<file path="src/shared/rcso_regs.vh">
// Offsets, field positions, reset values and timing counts of the reset cause and options block
`ifndef RCSO_REGS_VH
`define RCSO_REGS_VH

// ****************************************************************
// Register offsets (byte addresses)
// ****************************************************************
`define RCSO_OFF_RESET_CAUSE    12'h000
`define RCSO_OFF_SYS_OPTIONS    12'h004

// ****************************************************************
// Reset cause field positions
// ****************************************************************
`define RCSO_RC_POWER_ON        7
`define RCSO_RC_EXT_LINE        6
`define RCSO_RC_WATCHDOG        5
`define RCSO_RC_BAD_OPCODE      4
`define RCSO_RC_BAD_ACCESS      3
`define RCSO_RC_BROWNOUT        1
`define RCSO_RC_IMPL_MASK       8'hfa
`define RCSO_RC_POR_VALUE       8'h82

// ****************************************************************
// System options field positions and reset values
// ****************************************************************
`define RCSO_OPT_WDOG_EN        7
`define RCSO_OPT_WDOG_LONG      6
`define RCSO_OPT_HALT_EN        5
`define RCSO_OPT_TMR_CH1        3
`define RCSO_OPT_TMR_CH0        2
`define RCSO_OPT_DBG_PIN        1
`define RCSO_OPT_RST_LINE       0
`define RCSO_OPT_IMPL_MASK      8'hef
`define RCSO_OPT_RESET_VALUE    8'hc2

// ****************************************************************
// Watchdog timing
// ****************************************************************
`define RCSO_PCLK_PERIOD_NS     10
`define RCSO_WDOG_TICK_NS       1000000
`define RCSO_WDOG_TICK_CYCLES   (`RCSO_WDOG_TICK_NS / `RCSO_PCLK_PERIOD_NS)
`define RCSO_WDOG_SHORT_TICKS   32
`define RCSO_WDOG_LONG_TICKS    256

`endif

</file>
<file path="src/logic/rcso_top.v">
// Reset cause and system options register bank with APB access
//
// The placing of the registers and register access over APB were left to the implementer.
`timescale 1ns/1ns
`include "rcso_regs.vh"

// Overview of operation
// - Reset cause register is read-only and reports the latest reset source.
// - Debug forced reset command clears every reset cause flag.
// - Any write to reset cause address clears the watchdog, flags unchanged.
// - At reset entry flags of active sources set, others cleared; low supply reset sets only brownout and keeps power-on.
// - Power-on flag is bit 7; power-on sets it and the brownout flag.
// - External line flag bit 6 set by low level on external reset input.
// - Watchdog flag bit 5 set on timeout; no timeout reset while disabled.
// - Bad opcode flag bit 4 set after illegal or unimplemented opcode.
// - Halt instruction with halt mode disabled is a bad opcode reset.
// - Debug entry instruction with debug mode disabled is a bad opcode reset.
// - Bad access flag bit 3 set after access to unimplemented address.
// - Brownout flag bit 1 set after low supply reset or power-on.
// - Bits 2 and 0 of reset cause always read zero.
// - Options register takes only the first write after reset; always readable.
// - Reset sets watchdog enable and long timeout; halt and timer routes cleared.
// - Debug pin enable is 1 after power-on, else follows security state.
// - Mode select low during reset forces debug pin enable to 1.
// - Watchdog enable 0 disables the watchdog; 1 forces reset on timeout.
// - Timeout select 0 picks short period, 1 picks long period.
// - Short timeout is 32 ticks, long is 256 ticks of 1 kHz.
// - Halt enable 1 permits halt; 0 turns halt into a bad opcode reset.
// - Reset line enable is 0 after power-on and kept over other resets.
// - Debug pin enable may only be written from 1 to 0.
module rcso_top #(
	parameter integer WDOG_TICK_CYCLES = `RCSO_WDOG_TICK_CYCLES
) (
	input  wire        pclk,
	input  wire        presetn,
	input  wire        por_n,
	input  wire        psel,
	input  wire        penable,
	input  wire        pwrite,
	input  wire [11:0] paddr,
	input  wire [31:0] pwdata,
	output reg  [31:0] prdata,
	output reg         pready,
	output reg         pslverr,
	input  wire        ext_reset_n,
	input  wire        low_supply_trip,
	input  wire        brownout_reset_enable,
	input  wire        illegal_opcode_evt,
	input  wire        halt_instr_evt,
	input  wire        debug_entry_evt,
	input  wire        debug_mode_enable,
	input  wire        bad_access_evt,
	input  wire        debug_forced_reset_cmd,
	input  wire        mode_select_line,
	input  wire        security_disengaged,
	output reg         sys_reset_req_r,
	output reg         halt_grant_r,
	output reg         watchdog_enable,
	output reg         watchdog_timeout_select,
	output reg         halt_mode_enable,
	output reg         timer_ch1_route,
	output reg         timer_ch0_route,
	output reg         debug_pin_enable,
	output reg         reset_line_enable
);

	// ****************************************************************
	// Declarations
	// ****************************************************************
	reg  [7:0] reset_cause_reg;
	reg        opts_written_r;
	reg        por_pending_r;
	reg        dbg_pin_init_r;
	reg        post_reset_r;
	reg        wdog_clear_r;
	wire       wdog_timeout;
	wire       acc;
	wire       wr_fire;
	wire       hit_cause;
	wire       hit_opts;
	wire       opts_wr;
	wire       src_ext;
	wire       src_wdog;
	wire       src_opcode;
	wire       src_access;
	wire       src_lvr;
	wire       any_src;
	wire [7:0] system_options_reg;
	wire [7:0] cause_nxt;

	// Aligned word decode shared by read and write paths
	function is_reg;
		input [11:0] addr;
		input [11:0] off;
		begin
			is_reg = (addr[11:2] == off[11:2]);
		end
	endfunction

	// ****************************************************************
	// APB decode
	// ****************************************************************
	// One wait state: pready is a flop so the answer always comes at the second access edge
	assign acc       = psel && penable;
	assign wr_fire   = acc && pready && pwrite;
	assign hit_cause = is_reg(paddr, `RCSO_OFF_RESET_CAUSE);
	assign hit_opts  = is_reg(paddr, `RCSO_OFF_SYS_OPTIONS);
	assign opts_wr   = wr_fire && hit_opts && !opts_written_r;

	assign system_options_reg = {watchdog_enable, watchdog_timeout_select, halt_mode_enable,
		1'b0, timer_ch1_route, timer_ch0_route, debug_pin_enable, reset_line_enable};

	always @(posedge pclk or negedge presetn) begin
		if (!presetn) begin
			pready  <= 1'b0;
			pslverr <= 1'b0;
			prdata  <= 32'h0000_0000;
		end else if (acc && !pready) begin
			pready  <= 1'b1;
			pslverr <= !(hit_cause || hit_opts);
			if (!pwrite && hit_cause) begin
				prdata <= {24'h00_0000, reset_cause_reg & `RCSO_RC_IMPL_MASK};
			end else if (!pwrite && hit_opts) begin
				prdata <= {24'h00_0000, system_options_reg};
			end else begin
				prdata <= 32'h0000_0000;
			end
		end else begin
			pready  <= 1'b0;
			pslverr <= 1'b0;
			prdata  <= 32'h0000_0000;
		end
	end

	// ****************************************************************
	// Watchdog
	// ****************************************************************
	// A write to the cause address and the first options write both restart the count
	always @(posedge pclk or negedge presetn) begin
		if (!presetn) begin
			wdog_clear_r <= 1'b0;
		end else begin
			wdog_clear_r <= (wr_fire && hit_cause) || opts_wr;
		end
	end

	rcso_wdog #(
		.TICK_CYCLES (WDOG_TICK_CYCLES)
	) u_wdog (
		.pclk        (pclk),
		.presetn     (presetn),
		.enable      (watchdog_enable),
		.long_sel    (watchdog_timeout_select),
		.clear       (wdog_clear_r),
		.timeout_r   (wdog_timeout)
	);

	// ****************************************************************
	// Reset sources
	// ****************************************************************
	assign src_ext    = reset_line_enable && !ext_reset_n;
	assign src_wdog   = wdog_timeout && watchdog_enable;
	assign src_opcode = illegal_opcode_evt
		|| (halt_instr_evt && !halt_mode_enable)
		|| (debug_entry_evt && !debug_mode_enable);
	assign src_access = bad_access_evt;
	assign src_lvr    = low_supply_trip && brownout_reset_enable;
	assign any_src    = src_ext || src_wdog || src_opcode || src_access || src_lvr
		|| debug_forced_reset_cmd;

	// Low supply reset keeps the power-on flag and masks the others
	assign cause_nxt = debug_forced_reset_cmd ? 8'h00 :
		src_lvr ? {reset_cause_reg[`RCSO_RC_POWER_ON], 5'h00, 1'b1, 1'b0} :
		{1'b0, src_ext, src_wdog, src_opcode, src_access, 3'h0};

	// ****************************************************************
	// Reset cause capture (power-on domain)
	// ****************************************************************
	// Lives outside the system reset so the cause survives the reset it records
	always @(posedge pclk or negedge por_n) begin
		if (!por_n) begin
			reset_cause_reg <= `RCSO_RC_POR_VALUE;
			sys_reset_req_r <= 1'b0;
		end else begin
			sys_reset_req_r <= any_src;
			if (any_src && !sys_reset_req_r) begin
				reset_cause_reg <= cause_nxt;
			end
		end
	end

	// ****************************************************************
	// Debug pin reset value (power-on domain)
	// ****************************************************************
	// Straps are sampled while system reset is held, then loaded at release
	always @(posedge pclk or negedge por_n) begin
		if (!por_n) begin
			por_pending_r  <= 1'b1;
			dbg_pin_init_r <= 1'b1;
		end else if (!presetn) begin
			dbg_pin_init_r <= por_pending_r || !mode_select_line || security_disengaged;
		end else begin
			por_pending_r <= 1'b0;
		end
	end

	// ****************************************************************
	// Reset line enable (power-on domain)
	// ****************************************************************
	always @(posedge pclk or negedge por_n) begin
		if (!por_n) begin
			reset_line_enable <= 1'b0;
		end else if (opts_wr) begin
			reset_line_enable <= pwdata[`RCSO_OPT_RST_LINE];
		end
	end

	// ****************************************************************
	// System options (system reset domain)
	// ****************************************************************
	always @(posedge pclk or negedge presetn) begin
		if (!presetn) begin
			watchdog_enable         <= 1'b1;
			watchdog_timeout_select <= 1'b1;
			halt_mode_enable        <= 1'b0;
			timer_ch1_route         <= 1'b0;
			timer_ch0_route         <= 1'b0;
			debug_pin_enable        <= 1'b1;
			opts_written_r          <= 1'b0;
			post_reset_r            <= 1'b1;
		end else begin
			post_reset_r <= 1'b0;
			if (opts_wr) begin
				watchdog_enable         <= pwdata[`RCSO_OPT_WDOG_EN];
				watchdog_timeout_select <= pwdata[`RCSO_OPT_WDOG_LONG];
				halt_mode_enable        <= pwdata[`RCSO_OPT_HALT_EN];
				timer_ch1_route         <= pwdata[`RCSO_OPT_TMR_CH1];
				timer_ch0_route         <= pwdata[`RCSO_OPT_TMR_CH0];
				debug_pin_enable        <= debug_pin_enable && pwdata[`RCSO_OPT_DBG_PIN];
				opts_written_r          <= 1'b1;
			end else if (post_reset_r) begin
				debug_pin_enable <= dbg_pin_init_r;
			end
		end
	end

	// ****************************************************************
	// Halt grant
	// ****************************************************************
	always @(posedge pclk or negedge presetn) begin
		if (!presetn) begin
			halt_grant_r <= 1'b0;
		end else begin
			halt_grant_r <= halt_instr_evt && halt_mode_enable;
		end
	end

endmodule // rcso_top

</file>
<file path="src/logic/rcso_wdog.v">
// Watchdog timeout counter driven by a divided 1 kHz tick enable
`timescale 1ns/1ns
`include "rcso_regs.vh"

module rcso_wdog #(
	parameter integer TICK_CYCLES = `RCSO_WDOG_TICK_CYCLES
) (
	input  wire pclk,
	input  wire presetn,
	input  wire enable,
	input  wire long_sel,
	input  wire clear,
	output reg  timeout_r
);

	// ****************************************************************
	// Tick divider
	// ****************************************************************
	reg  [31:0] div_r;
	reg  [8:0]  cnt_r;
	wire        tick;
	wire [8:0]  limit;

	assign tick  = (div_r == TICK_CYCLES - 1);
	assign limit = long_sel ? 9'h100 : 9'h020;

	always @(posedge pclk or negedge presetn) begin
		if (!presetn) begin
			div_r <= 32'h0000_0000;
		end else if (clear || tick) begin
			div_r <= 32'h0000_0000;
		end else begin
			div_r <= div_r + 32'h0000_0001;
		end
	end

	// ****************************************************************
	// Overflow counter
	// ****************************************************************
	// Disabled watchdog holds at zero so no stale count survives re-enabling
	always @(posedge pclk or negedge presetn) begin
		if (!presetn) begin
			cnt_r     <= 9'h000;
			timeout_r <= 1'b0;
		end else if (clear || !enable) begin
			cnt_r     <= 9'h000;
			timeout_r <= 1'b0;
		end else begin
			timeout_r <= 1'b0;
			if (tick) begin
				if (cnt_r + 9'h001 >= limit) begin
					cnt_r     <= 9'h000;
					timeout_r <= 1'b1;
				end else begin
					cnt_r <= cnt_r + 9'h001;
				end
			end
		end
	end

endmodule // rcso_wdog

</file>
<file path="config.mk">
export PLATFORM = sky130hd
export DESIGN_NAME = rcso_top
export DESIGN_NICKNAME = d
export VERILOG_FILES = /design/src/logic/rcso_top.v /design/src/logic/rcso_wdog.v
export VERILOG_INCLUDE_DIRS = /design/src /design/src/shared
export SDC_FILE = /design/constraint.sdc
export NUM_CORES = 1
export LEC_CHECK = 0
export ABC_CLOCK_PERIOD_IN_PS = 3600
export BUFFER_PORTS_ARGS = -buffer_cell sky130_fd_sc_hd__buf_2
export CORE_MARGIN = 8
export CORE_UTILIZATION = 57
export DETAILED_ROUTE_END_ITERATION = 12
export PLACE_DENSITY = 0.91
export SYNTH_ARGS = -nofsm -noshare
export SYNTH_HDL_FRONTEND = slang
export SYNTH_SLANG_ARGS = --single-unit
</file>
<file path="constraint.sdc">
create_clock -name pclk -period 3.6 [get_ports pclk]
set_clock_uncertainty 0.1 [all_clocks]
set_input_delay 0.72 -clock pclk [delete_from_list [all_inputs] [get_ports pclk]]
set_output_delay 0.72 -clock pclk [all_outputs]
set_load 0.01 [all_outputs]
</file>
==> flow_summary.ini <==
[finish]
antennaDiodeCount = 0
nNetsFinal = 515
largest_registers = u_wdog.div_r (32), u_wdog.cnt_r (9), prdata (8)
largest_register_ffs = 32
fillcell_total = 466
final_cell_area_um2 = 4310
fraction_of_final_layout_cells_sized_beyond_drive_strength_1_pct = 21.8
area_growth_syn_to_layout_pct = 10.0
finalCoreUtilization_pct = 64.1
largest-register = u_wdog.div_r

[timing]
fin_crit_sh_pct = 74.9
final.min_clock_period_ns = 2.70
timing.max_slew.rel_slack_pct = 36.0
rsz_0062_raised_after_global_routing = no
setup-tns-final_ns = 0
final-setup-viol-count = 0
finalHoldViolCount = 0
tightest_slew_ns = 0.958
final_max_slew_viol_count = 0
timing.fmax_ghz = 0.371

[setup_path]
timing_worst_setup_path_type = reg -> reg
end_kind = register
critical_path.slowest_cell = dfrtp_1
critical_path.top_delay_family = simple AND/OR/NAND/NOR gates
type_of_element_launching_the_critical_path = register
max_stage_delay_ns = 0.49
arrival_ns = 2.85
combined_buffer_and_inverter_count_along_the_critical_path = 0
worstPathRequired_ns = 3.76
crit_fanout = 8
timing.critical_path.cells = ha_1 -> nand3_1 -> nor2_1 -> xor2_1 -> ha_1 -> nand3_1 -> o21ai_1 -> o32ai_2 -> nand2_2 -> and3_1

[flow_run]
maxCapViolCount = 0

[floorplanning]
boundaryPins = 104
floorplan.initialDensity_pct = 58.2
floorplan.rows = 30
fp.dieW_um = 98.9
placeableCoreArea_um2 = 6720
fp.dieArea_um2 = 9770
die_h_um = 98.9

[synth]
share_of_flip_flops_with_an_asynchronous_set_or_reset_after_synthesis_pct = 100
synth-edff-count = 0
yosys_register_bits = 72
synthFlopType = dfrtp_1
yosysTopAreaCell = dfrtp_1
synthCells = 397
yosys.cell_count.top_type = dfrtp_1
number_of_distinct_library_cells_after_synthesis = 62
synth.yosys.seq_area_share_pct = 46.3
synth_top_cells_by_count = 64 x dfrtp_1, 46 x nor2_1, 33 x nand2_1
synthesis.yosys.warnings = 0
syn_avg_cell_area_um2 = 9.86
synth_area_leaders = dfrtp_1 41%, xor2_1 5.8%, buf_4 5.4%, dfstp_2 5.4%, nor2_1 4.4%
post_synthesis_instance_area_um2 = 3910
post-synth-top-area-fraction_pct = 40.9

[clock_network]
clock_latency_ns = 0.36
cts-resized-gates = 0
cts_setup_buffers = 0
hold_buffers = 0
cts_buffer_depth = 2
clock-sinks = 72
clk_pin_slew_ns = 0.08
clock_buffers_created_by_tritoncts = 9
cts_max_level = 3
root_buffer = clkbuf_8
cts_tree = done

[global_route]
gr-total-overflow = 0
grt_first_pass_wirelength_um = 14800
grt_antenna_before_repair = 0
pin_count_of_the_biggest_net_entering_global_routing = 40
grtUsageTotal_pct = 18.6
first_global_vias = 3208

[drt]
post-route-drc-count = 0
drt_pre_antenna_iters = 5
antenna_violating_nets_post_route = 0
drt_iter0_drc = 214
drt-total-wl_um = 8950
wire_length_per_cell_um = 16.8
detail_routed_via_count_per_cell = 5.94
detailed_route_via_count = 3173

[power]
power_frac_seq_pct = 54.1
sw_frac_of_total_pct = 26.6
pwr-share-comb_pct = 6.9
totalPowerFinal_w = 0.00166
pint_w = 0.00122
switching_power_w = 0.000440
p_per_area_nw_per_um2 = 384
worst_ir_drop_vdd_mv = 0.415
leakage_nw = 2.05
share_clk_of_total_power_pct = 39.0

[placement]
routabilityCongestion = 0.847
port-buffer-count = 52
placement.cell_area_um2 = 4110
detailed_place_hpwl_um = 6280

[outcome]
outcome = finished, final reports clean

[hold_path]
hold_class = in -> async
-- per-stage QoR --
stage | worst slack (ns) | hold WS (ns) | cells
final | 0.903 | 0.105 | 534
after global routing | 0.696 | 0.114 | 534
after CTS | 0.909 | 0.106 | 534
after detailed placement | 0.939 | 0.355 | 518
after global placement | 0.986 | 0.345 | 518
after floorplan | 1.28 | 0.324 | 421
-- power by group through the flow --
| stage | combinational (W) | clock (W) | sequential [W] |
|---|---|---|---|
| 2_1_floorplan | 0.0000818 | 0 | 0.000898 |
| 3_3_place_gp | 0.000109 | 0 | 0.000902 |
| 3_5_place_dp | 0.000114 | 0 | 0.000906 |
| 4_1_cts | 0.000115 | 0.000651 | 0.000893 |
| 5_1_grt | 0.000130 | 0.000679 | 0.000901 |
| 6_report | 0.000115 | 0.000645 | 0.000896 |
-- routing by layer --
metal	wire length (µm)	track usage (%)	up-vias
li1	-	-	1458
met4	260	9.45	0
met3	643	4.93	30
met2	4530	31.9	145
met5	0	0	-
met1	3510	20.7	1540
-- logic make-up after synthesis --
family	Yosys count	synth area share (%)
compound gates	43	8.06
xor+xnor	31	6.94
fa+ha+maj	5	1.60
buf+inv	49	8.25
flops	72	46.3
mux	6	1.69
other cells	1	0.0958
simple gates	190	27.1
-- cell type report --
class,count,area [µm²],area share (%)
multi-input combinational,300,1870,43.4
sequential,72,1810,42.1
timing repair buffer,56,290,6.74
clock buffer,10,128,2.96
tap,80,100,2.32
clock inverter,6,70.1,1.63
inverter,10,37.5,0.872
-- final timing paths --
check / slack [ns] / from / endpoint / cells after the start
worst max-delay path: 0.90 / u_wdog.cnt_r[0] / u_wdog.timeout_r / 10
worst min-delay path: 0.10 / por_n / reset_line_enable / 1
worst max register to register: 0.90 / u_wdog.cnt_r[0] / u_wdog.timeout_r / 10
worst min register to register: 0.37 / dbg_pin_init_r / dbg_pin_init_r / 2
max in group asynchronous: 2.13 / presetn / watchdog_timeout_select / 2
min in group pclk: 0.37 / dbg_pin_init_r / dbg_pin_init_r / 2
-- cell usage in the layout (no fill, tap or decap), types with 10 or more instances in the layout --
cell	n
and3_1	14
buf_2	52
conb_1	25
dfrtp_1	64
inv_1	10
nand2_1	33
nand3_1	22
nand4_1	16
nor2_1	46
xor2_1	26
Power figures use the tool's default switching activity.
